<file path="config.mk">
export PLATFORM = sky130hd
export DESIGN_NAME = asri_regs
export DESIGN_NICKNAME = d
export VERILOG_FILES = /design/src/rtl/asri_pkg.sv /design/src/rtl/asri_regs.sv
export SDC_FILE = /design/constraint.sdc
export NUM_CORES = 2
export LEC_CHECK = 0
export BUFFER_PORTS_ARGS = -buffer_cell sky130_fd_sc_hd__buf_4
export CAP_MARGIN = 5
export CORE_AREA = 8 8 244 246
export DETAILED_ROUTE_END_ITERATION = 6
export DIE_AREA = 0 0 252 254
export GPL_TIMING_DRIVEN = 0
export PLACE_DENSITY = 0.79
export SYNTH_ARGS = -nofsm -noshare
export SYNTH_HDL_FRONTEND = slang
export SYNTH_SLANG_ARGS = --single-unit
</file>
<file path="constraint.sdc">
create_clock -name clk_i -period 3.6 [get_ports clk_i]
set_input_delay 0.18 -clock clk_i [delete_from_list [all_inputs] [get_ports clk_i]]
set_output_delay 0.18 -clock clk_i [all_outputs]
set_load 0.02 [all_outputs]
</file>
<file path="src/rtl/asri_pkg.sv">
// Package with register map, field positions, reset values and carrier types of the result and interrupt block.
package asri_pkg;
  localparam logic [6:0] OFS_RESULT_0 = 7'h00;
  localparam logic [6:0] OFS_RESULT_15 = 7'h3c;
  localparam logic [6:0] OFS_EVT_FLAGS = 7'h40;
  localparam logic [6:0] OFS_EVT_ENABLES = 7'h44;
  localparam logic [6:0] OFS_EVT_PENDING = 7'h48;
  localparam logic [6:0] OFS_CLIP_FLAGS = 7'h4c;
  localparam logic [6:0] OFS_CLIP_ENABLE = 7'h50;
  localparam logic [6:0] OFS_CLIP_PENDING = 7'h54;
  localparam logic [6:0] OFS_LIM_FLAGS = 7'h58;
  localparam logic [6:0] OFS_LIM_ENABLE = 7'h5c;
  localparam logic [6:0] OFS_LIM_PENDING = 7'h60;
  localparam logic [6:0] OFS_LIM_THRESH = 7'h64;
  localparam logic [6:0] OFS_CTRL = 7'h68;
  localparam int RES_VALID_BIT = 27;
  localparam int RES_CLIP_BIT = 29;
  localparam int RES_LIMIT_BIT = 30;
  localparam int RES_UPDATED_BIT = 31;
  localparam int EVT_EOS_BIT = 0;
  localparam int EVT_OVF_BIT = 1;
  localparam int EVT_FW_BIT = 2;
  localparam int EVT_HW_BIT = 3;
  localparam logic [3:0] EVT_ENABLES_RST = 4'hf;
  localparam logic [31:0] CTRL_RST = 32'h0000_0100;
  localparam logic [31:0] THRESH_RST = 32'hffff_0000;
  localparam logic [11:0] RAW_ALL_ONES = 12'hfff;
  localparam logic [4:0] SCAN_CNT_RST = 5'h00;

  typedef enum logic [1:0] {
    ASRI_CMP_BELOW = 2'b00,
    ASRI_CMP_INSIDE = 2'b01,
    ASRI_CMP_ABOVE = 2'b10,
    ASRI_CMP_OUTSIDE = 2'b11
  } asri_cmp_t;

  typedef enum logic [1:0] {
    ASRI_RES_12 = 2'b00,
    ASRI_RES_10 = 2'b01,
    ASRI_RES_8 = 2'b10
  } asri_res_t;

  // One finished conversion handed over by the sequencer.
  typedef struct packed {
    logic valid;
    logic [3:0] chan;
    logic [11:0] raw;
    logic data_ok;
    logic [15:0] avg;
    logic avg_done;
  } asri_conv_t;

  // Scan status handed over by the sequencer.
  typedef struct packed {
    logic scan_done;
    logic busy;
    logic hw_mode;
    logic sw_start;
    logic hw_soc;
  } asri_scan_t;
endpackage

</file>
<file path="src/rtl/asri_regs.sv">
// Result words, scan events, clipping and limit requests with a classic Wishbone slave and one interrupt line.
`timescale 1ns/1ps

// Notes on behaviour
// - Result bits 15:0 copied from the working value only when the whole scan finishes.
// - Bit 27 set when the channel got valid data last scan; averaging ORs valid bits.
// - Bit 29 set when the raw pre-averaging value is all zeros or all ones at the selected resolution.
// - Bit 30 set when the averaged result meets the limit compare condition.
// - Bit 31 set when sampled last scan and, with all channels interleaved, only if averaging reached its count.
// - Result words for channels 0 to 15 sit at consecutive word addresses.
// - A source with mask bit zero never contributes to the interrupt.
// - Interrupt asserts whenever scan flags AND their mask bits is non-zero.
// - A read-only view shows scan flags ANDed with their mask bits.
// - Writing one clears a flag bit; writing zero leaves it unchanged.
// - Scan flag bit 0 sets when a scan of all enabled channels completes.
// - Scan flag bit 1 sets when end of scan sets while still uncleared.
// - In hardware trigger mode a software start while busy sets bit 2 after its scan.
// - A hardware start while busy sets bit 3 after the scan it caused completes.
// - All four scan event mask bits are enabled out of reset.
// - Per-channel clip request bits set on all-zero or all-one raw values, width per resolution.
// - Per-channel clip mask is writable and resets to a configured selection.
// - Clip requests ANDed with clip mask are readable; non-zero raises the interrupt.
// - Per-channel limit request bits set when the averaged result meets the compare.
// - Per-channel limit mask is writable and resets to a configured selection.
// - Limit requests ANDed with limit mask are readable; non-zero raises the interrupt.
// - With all channels interleaved, end of scan waits for the averaging count of scans.
module asri_regs #(
  parameter logic [15:0] CLIP_MASK_INIT = 16'h0000,
  parameter logic [15:0] LIMIT_MASK_INIT = 16'h0000,
  parameter int NUM_CHAN = 16
) (
  input wire logic clk_i,
  input wire logic rst_i,
  input wire logic wb_cyc_i,
  input wire logic wb_stb_i,
  input wire logic wb_we_i,
  input wire logic [6:0] wb_adr_i,
  input wire logic [3:0] wb_sel_i,
  input wire logic [31:0] wb_dat_i,
  output logic [31:0] wb_dat_o,
  output logic wb_ack_o,
  input wire asri_pkg::asri_conv_t conv_i,
  input wire asri_pkg::asri_scan_t scan_i,
  output logic irq_o
);

  typedef struct packed {
    logic [NUM_CHAN-1:0][31:0] result;
    logic [NUM_CHAN-1:0][15:0] work;
    logic [NUM_CHAN-1:0] work_valid;
    logic [NUM_CHAN-1:0] work_clip;
    logic [NUM_CHAN-1:0] work_limit;
    logic [NUM_CHAN-1:0] work_upd;
    logic [NUM_CHAN-1:0] sampled;
    logic [3:0] evt_flags;
    logic [3:0] evt_en;
    logic [15:0] clip_flags;
    logic [15:0] clip_en;
    logic [15:0] lim_flags;
    logic [15:0] lim_en;
    logic [31:0] thresh;
    logic [31:0] ctrl;
    logic [4:0] scan_cnt;
    logic busy_d;
    logic fw_wait;
    logic fw_armed;
    logic hw_wait;
    logic hw_armed;
    logic ack;
    logic [31:0] rdata;
    logic irq;
  } asri_state_t;

  asri_state_t s_r;
  asri_state_t s_nxt;

  function automatic logic [31:0] asri_lanes(input logic [3:0] sel);
    asri_lanes = {{8{sel[3]}}, {8{sel[2]}}, {8{sel[1]}}, {8{sel[0]}}};
  endfunction

  function automatic logic asri_clipped(input logic [11:0] raw, input logic [1:0] res);
    logic [11:0] ones;
    ones = asri_pkg::RAW_ALL_ONES;
    if (res == asri_pkg::ASRI_RES_10)
    begin
      ones = {2'b00, asri_pkg::RAW_ALL_ONES[9:0]};
    end
    else if (res == asri_pkg::ASRI_RES_8)
    begin
      ones = {4'h0, asri_pkg::RAW_ALL_ONES[7:0]};
    end
    asri_clipped = ((raw & ones) == 12'h000) || ((raw & ones) == ones);
  endfunction

  function automatic logic asri_in_limit(input logic [15:0] v, input logic [31:0] th, input logic [1:0] mode);
    logic below;
    logic above;
    below = v < th[15:0];
    above = v >= th[31:16];
    case (mode)
      asri_pkg::ASRI_CMP_BELOW: asri_in_limit = below;
      asri_pkg::ASRI_CMP_INSIDE: asri_in_limit = !below && !above;
      asri_pkg::ASRI_CMP_ABOVE: asri_in_limit = above;
      default: asri_in_limit = below || above;
    endcase
  endfunction

  logic wr_now;
  logic [31:0] wmask;
  logic [31:0] wbits;
  logic eos_hit;
  logic scan_start;
  logic interleaved_all;
  logic [4:0] avg_count;

  always_comb
  begin
    s_nxt = s_r;
    interleaved_all = s_r.ctrl[4];
    avg_count = s_r.ctrl[12:8];
    wr_now = wb_cyc_i && wb_stb_i && wb_we_i && s_r.ack;
    wmask = asri_lanes(wb_sel_i);
    wbits = wb_dat_i & wmask;
    scan_start = scan_i.busy && !s_r.busy_d;
    eos_hit = 1'b0;
    s_nxt.busy_d = scan_i.busy;

    // Software writes; hardware sets below take priority over these clears.
    if (wr_now)
    begin
      if (wb_adr_i == asri_pkg::OFS_EVT_FLAGS)
      begin
        s_nxt.evt_flags = s_r.evt_flags & ~wbits[3:0];
      end
      else if (wb_adr_i == asri_pkg::OFS_EVT_ENABLES)
      begin
        s_nxt.evt_en = (s_r.evt_en & ~wmask[3:0]) | wbits[3:0];
      end
      else if (wb_adr_i == asri_pkg::OFS_CLIP_FLAGS)
      begin
        s_nxt.clip_flags = s_r.clip_flags & ~wbits[15:0];
      end
      else if (wb_adr_i == asri_pkg::OFS_CLIP_ENABLE)
      begin
        s_nxt.clip_en = (s_r.clip_en & ~wmask[15:0]) | wbits[15:0];
      end
      else if (wb_adr_i == asri_pkg::OFS_LIM_FLAGS)
      begin
        s_nxt.lim_flags = s_r.lim_flags & ~wbits[15:0];
      end
      else if (wb_adr_i == asri_pkg::OFS_LIM_ENABLE)
      begin
        s_nxt.lim_en = (s_r.lim_en & ~wmask[15:0]) | wbits[15:0];
      end
      else if (wb_adr_i == asri_pkg::OFS_LIM_THRESH)
      begin
        s_nxt.thresh = (s_r.thresh & ~wmask) | wbits;
      end
      else if (wb_adr_i == asri_pkg::OFS_CTRL)
      begin
        s_nxt.ctrl = ((s_r.ctrl & ~wmask) | wbits) & 32'h0000_1f1f;
      end
    end

    // Trigger collisions wait for the scan they caused before flagging.
    if (scan_i.sw_start && scan_i.busy && scan_i.hw_mode)
    begin
      s_nxt.fw_wait = 1'b1;
    end
    if (scan_i.hw_soc && scan_i.busy)
    begin
      s_nxt.hw_wait = 1'b1;
    end
    if (scan_start && s_r.fw_wait)
    begin
      s_nxt.fw_armed = 1'b1;
      s_nxt.fw_wait = 1'b0;
    end
    if (scan_start && s_r.hw_wait)
    begin
      s_nxt.hw_armed = 1'b1;
      s_nxt.hw_wait = 1'b0;
    end

    // Each finished conversion updates its channel's working copy.
    if (conv_i.valid)
    begin
      s_nxt.work[conv_i.chan] = conv_i.avg;
      s_nxt.sampled[conv_i.chan] = 1'b1;
      s_nxt.work_valid[conv_i.chan] = (s_r.sampled[conv_i.chan] && s_r.work_valid[conv_i.chan])
        || conv_i.data_ok;
      s_nxt.work_upd[conv_i.chan] = conv_i.avg_done;
      s_nxt.work_clip[conv_i.chan] = (s_r.sampled[conv_i.chan] && s_r.work_clip[conv_i.chan])
        || asri_clipped(conv_i.raw, s_r.ctrl[3:2]);
      s_nxt.work_limit[conv_i.chan] = conv_i.avg_done && asri_in_limit(conv_i.avg, s_r.thresh, s_r.ctrl[1:0]);
      if (asri_clipped(conv_i.raw, s_r.ctrl[3:2]))
      begin
        s_nxt.clip_flags[conv_i.chan] = 1'b1;
      end
      if (conv_i.avg_done && asri_in_limit(conv_i.avg, s_r.thresh, s_r.ctrl[1:0]))
      begin
        s_nxt.lim_flags[conv_i.chan] = 1'b1;
      end
    end

    // At scan end the working copies move into the result words.
    if (scan_i.scan_done)
    begin
      if (interleaved_all)
      begin
        if (s_r.scan_cnt + 5'h01 >= avg_count)
        begin
          eos_hit = 1'b1;
          s_nxt.scan_cnt = asri_pkg::SCAN_CNT_RST;
        end
        else
        begin
          s_nxt.scan_cnt = s_r.scan_cnt + 5'h01;
        end
      end
      else
      begin
        eos_hit = 1'b1;
      end
    end
    if (eos_hit)
    begin
      for (int i = 0; i < NUM_CHAN; i++)
      begin
        if (s_r.sampled[i])
        begin
          s_nxt.result[i][15:0] = s_r.work[i];
        end
        s_nxt.result[i][asri_pkg::RES_VALID_BIT] = s_r.sampled[i] && s_r.work_valid[i];
        s_nxt.result[i][asri_pkg::RES_CLIP_BIT] = s_r.sampled[i] && s_r.work_clip[i];
        s_nxt.result[i][asri_pkg::RES_LIMIT_BIT] = s_r.sampled[i] && s_r.work_limit[i];
        s_nxt.result[i][asri_pkg::RES_UPDATED_BIT] = s_r.sampled[i] && (s_r.work_upd[i] || !interleaved_all);
      end
      s_nxt.sampled = '0;
      if (s_r.evt_flags[asri_pkg::EVT_EOS_BIT])
      begin
        s_nxt.evt_flags[asri_pkg::EVT_OVF_BIT] = 1'b1;
      end
      s_nxt.evt_flags[asri_pkg::EVT_EOS_BIT] = 1'b1;
    end
    if (scan_i.scan_done && s_r.fw_armed)
    begin
      s_nxt.evt_flags[asri_pkg::EVT_FW_BIT] = 1'b1;
      s_nxt.fw_armed = 1'b0;
    end
    if (scan_i.scan_done && s_r.hw_armed)
    begin
      s_nxt.evt_flags[asri_pkg::EVT_HW_BIT] = 1'b1;
      s_nxt.hw_armed = 1'b0;
    end

    // Registered Wishbone answer, one wait cycle per access.
    s_nxt.ack = wb_cyc_i && wb_stb_i && !s_r.ack;
    s_nxt.rdata = 32'h0000_0000;
    if (wb_adr_i <= asri_pkg::OFS_RESULT_15)
    begin
      s_nxt.rdata = s_r.result[wb_adr_i[5:2]];
    end
    else if (wb_adr_i == asri_pkg::OFS_EVT_FLAGS)
    begin
      s_nxt.rdata = {28'h0000000, s_r.evt_flags};
    end
    else if (wb_adr_i == asri_pkg::OFS_EVT_ENABLES)
    begin
      s_nxt.rdata = {28'h0000000, s_r.evt_en};
    end
    else if (wb_adr_i == asri_pkg::OFS_EVT_PENDING)
    begin
      s_nxt.rdata = {28'h0000000, s_r.evt_flags & s_r.evt_en};
    end
    else if (wb_adr_i == asri_pkg::OFS_CLIP_FLAGS)
    begin
      s_nxt.rdata = {16'h0000, s_r.clip_flags};
    end
    else if (wb_adr_i == asri_pkg::OFS_CLIP_ENABLE)
    begin
      s_nxt.rdata = {16'h0000, s_r.clip_en};
    end
    else if (wb_adr_i == asri_pkg::OFS_CLIP_PENDING)
    begin
      s_nxt.rdata = {16'h0000, s_r.clip_flags & s_r.clip_en};
    end
    else if (wb_adr_i == asri_pkg::OFS_LIM_FLAGS)
    begin
      s_nxt.rdata = {16'h0000, s_r.lim_flags};
    end
    else if (wb_adr_i == asri_pkg::OFS_LIM_ENABLE)
    begin
      s_nxt.rdata = {16'h0000, s_r.lim_en};
    end
    else if (wb_adr_i == asri_pkg::OFS_LIM_PENDING)
    begin
      s_nxt.rdata = {16'h0000, s_r.lim_flags & s_r.lim_en};
    end
    else if (wb_adr_i == asri_pkg::OFS_LIM_THRESH)
    begin
      s_nxt.rdata = s_r.thresh;
    end
    else if (wb_adr_i == asri_pkg::OFS_CTRL)
    begin
      s_nxt.rdata = s_r.ctrl;
    end
    s_nxt.rdata = (wb_cyc_i && wb_stb_i && !s_r.ack) ? s_nxt.rdata : s_r.rdata;

    // Interrupt follows the next flag values so it lines up with them.
    s_nxt.irq = (|(s_nxt.evt_flags & s_nxt.evt_en))
      || (|(s_nxt.clip_flags & s_nxt.clip_en))
      || (|(s_nxt.lim_flags & s_nxt.lim_en));
  end

  always_ff @(posedge clk_i)
  begin
    if (rst_i)
    begin
      s_r <= '0;
      s_r.evt_en <= asri_pkg::EVT_ENABLES_RST;
      s_r.clip_en <= CLIP_MASK_INIT;
      s_r.lim_en <= LIMIT_MASK_INIT;
      s_r.thresh <= asri_pkg::THRESH_RST;
      s_r.ctrl <= asri_pkg::CTRL_RST;
    end
    else
    begin
      s_r <= s_nxt;
    end
  end

  assign wb_dat_o = s_r.rdata;
  assign wb_ack_o = s_r.ack;
  assign irq_o = s_r.irq;

endmodule

</file>
==> flow_summary.json <==
{
  "clock_skew_ps": 29.8,
  "finalHoldViolCount": 0,
  "grt_pass1_wl_um": 185000,
  "power.leakage_uw": 0.0135,
  "cts_made_buffers": 83,
  "synth-edff-count": 0,
  "yosysMostFrequentCell": "nand2_1",
  "numClockSinks": 814,
  "vias": 32098,
  "worst_slack_ps": -80.0,
  "synth_largest_area_cell": "dfxtp_1",
  "period_share": 1.02,
  "avgSynthCellArea_um2": 8.35,
  "worstPathRequired_ps": 4050,
  "synth_area_um2": 34000,
  "hold_class": "in2reg",
  "worst_setup_path_start_kind": "register",
  "crit_path_max_fanout": 5,
  "ios": 122,
  "nNetsFinal": 4425,
  "initialDrtViolationCount": 4376,
  "antenna_found_initial": 1,
  "synth_top_area_share": 0.480,
  "fmax_mhz": 272,
  "yosys-top-cells-area": "dfxtp_1 48%, nand2_1 14%, a21oi_1 10%",
  "yosys_warnings": 0,
  "max_cap_violations": 0,
  "wl_per_cell_um": 24.5,
  "end_kind": "register",
  "grt_overflow": 0,
  "outcome": "finished with violations",
  "drt-pass1-iter-count": 6,
  "crit_chain": "and4_1, nand2_1, nor3_2, mux2_2, a22o_1, or4_1, nor4_1, a31oi_2",
  "async_flop_share": 0,
  "synth_cells": 4067,
  "crit_arrival_ps": 4130,
  "drive_gt1_frac": 0.117,
  "setup_violations": 1,
  "initial_utilization": 0.609,
  "ys_types": 75,
  "violations": "setup timing",
  "gp_congestion": 1.09,
  "port_buffers": 111,
  "max_slew_margin": 0.0297,
  "totalWireLength_um": 126000,
  "dp_hpwl_um": 93800,
  "cts.clk_slew.worst_paths_ps": 60,
  "rsz0062_at_grt": "yes",
  "irDropWorstVdd_uv": 420,
  "core_area_um2": 55700,
  "cts-root-buf": "clkbuf_16",
  "ys.flop_type": "dfxtp_1",
  "fin_util": 0.700,
  "num_rows": 87,
  "maxSlewViolCount": 0,
  "path_class": "reg2reg",
  "preCtsSetupSlack_ps": -989,
  "cts_tree": "done",
  "ys_seq_elements": 814,
  "syn-num-nets": 4193,
  "yosysSeqAreaShare": 0.480,
  "worstMarginPinSlew_ps": 1440,
  "die-area_um2": 64000,
  "critPathSlowestCell": "nor4_1",
  "die_w_um": 252,
  "htree_levels": 3,
  "area_growth_pct": 14.9,
  "p_per_area_nw_per_um2": 492,
  "fin_crit_ps": 3680,
  "critPathMaxStageDelay_ps": 730,
  "drt_drc_violations_left": 0,
  "vias_per_cell": 6.27,
  "grt_pass1_vias": 30036,
  "clockBufferDepth": 3,
  "track_usage": 0.382,
  "antenna_left": 0,
  "clk_latency_ps": 650,
  "fill_cells": 4559,
  "die_y_um": 254,
  "rrSetupSlack_ps": -80,
  "grt_max_degree": 17,
  "synth_common_cells": "1,274 x nand2_1, 814 x dfxtp_1, 691 x a21oi_1"
}
-- critical path: cells and delay by family (launching register included) --
| kind | cells | cell delay [ps] |
|---|---|---|
| and+or+nand+nor | 5 | 2180 |
| DFF | 1 | 390 |
| muxes | 1 | 430 |
| AOI/OAI and AO/OA | 2 | 480 |
-- timing repair --
item / CTS / global route
hold buffers: 36 / 0
setup buffers: 1 / 2
pin swaps: 1 / 1
endpoints found under the setup margin: 362 / 238
hold endpoints to repair: 79 / 0
resized for setup: 12 / 45
-- layout make-up --
class                           instances  area (µm²)  area share
Sequential cell                       814       16300       0.417
Multi-Input combinational cell       2853       16000       0.411
Clock buffer                          119        2450      0.0627
Buffer                                344        1540      0.0395
Timing Repair Buffer                  151        1220      0.0313
Tap cell                              756         946      0.0242
Clock inverter                         31         362     0.00926
Inverter                               52         195     0.00500
Antenna cell                            2        5.00    0.000128
-- routing by layer --
layer / share of wire / up-vias / global-route usage
li1: - / 14305 / -
met1: 0.37 / 15170 / 0.464
met2: 0.43 / 2079 / 0.576
met3: 0.12 / 544 / 0.0940
met4: 0.091 / 0 / 0.303
met5: 0 / - / 0
-- placed cells by master, fill, tap and decap left out, drive strengths merged, types with 20 or more instances in the layout --
cell type / instances
o21a: 21
nand2: 1275
clkbuf: 390
a211oi: 46
nor2b: 25
mux4: 115
inv: 54
a21oi: 694
ha: 38
buf: 188
o21ai: 61
a21o: 20
dlygate4sd3: 36
and2: 21
nor3: 24
dfxtp: 814
nor2: 150
nand3: 116
mux2i: 30
-- state kept, by name, summed over array words and instances (netlist names), named ones only --
register	flops
irq_o	1
wb_ack_o	1
s_r	738
wb_dat_o	32
-- metrics by stage --
stage	cell area (µm²)	std cells	power [µW]	hold WS, ps	TNS, ps
after global placement	35700	4934	10400	403	-336170
after global routing	39000	5120	19600	51.8	-660
after CTS	38900	5121	19100	22.0	0
final	39000	5122	19200	44.0	-80.0
after floorplan	34000	4067	9890	304	0
after detailed placement	35800	4935	10400	403	-211570
-- worst paths after layout --
check,from,to,cells past startpoint
worst max register to register,wb_ack_o,irq_o,8
worst max-delay path,wb_ack_o,irq_o,8
worst min register to register,s_r[318],s_r[622],2
worst min-delay path,conv_i[17],s_r[252],3
-- cell families (layout without fill, tap and decap cells) --
family	count (synthesis)	in the layout	synth area share
buffers and inverters	400	697	0.0498
adders and majority gates	38	38	0.0140
AOI/OAI and AO/OA	965	965	0.160
other	0	2	0
DFF	814	814	0.480
and+or+nand+nor	1690	1690	0.207
muxes	157	157	0.0891
xor gates and xnor gates	3	3	0.000774
-- power breakdown --
part	internal (µW)	switching (µW)	leakage [µW]
Sequential	9080	46.9	0.00657
Clock	5180	3760	0.00136
Combinational	334	826	0.00559
Total	14600	4640	0.0135
(Power assumes the default switching activity.)
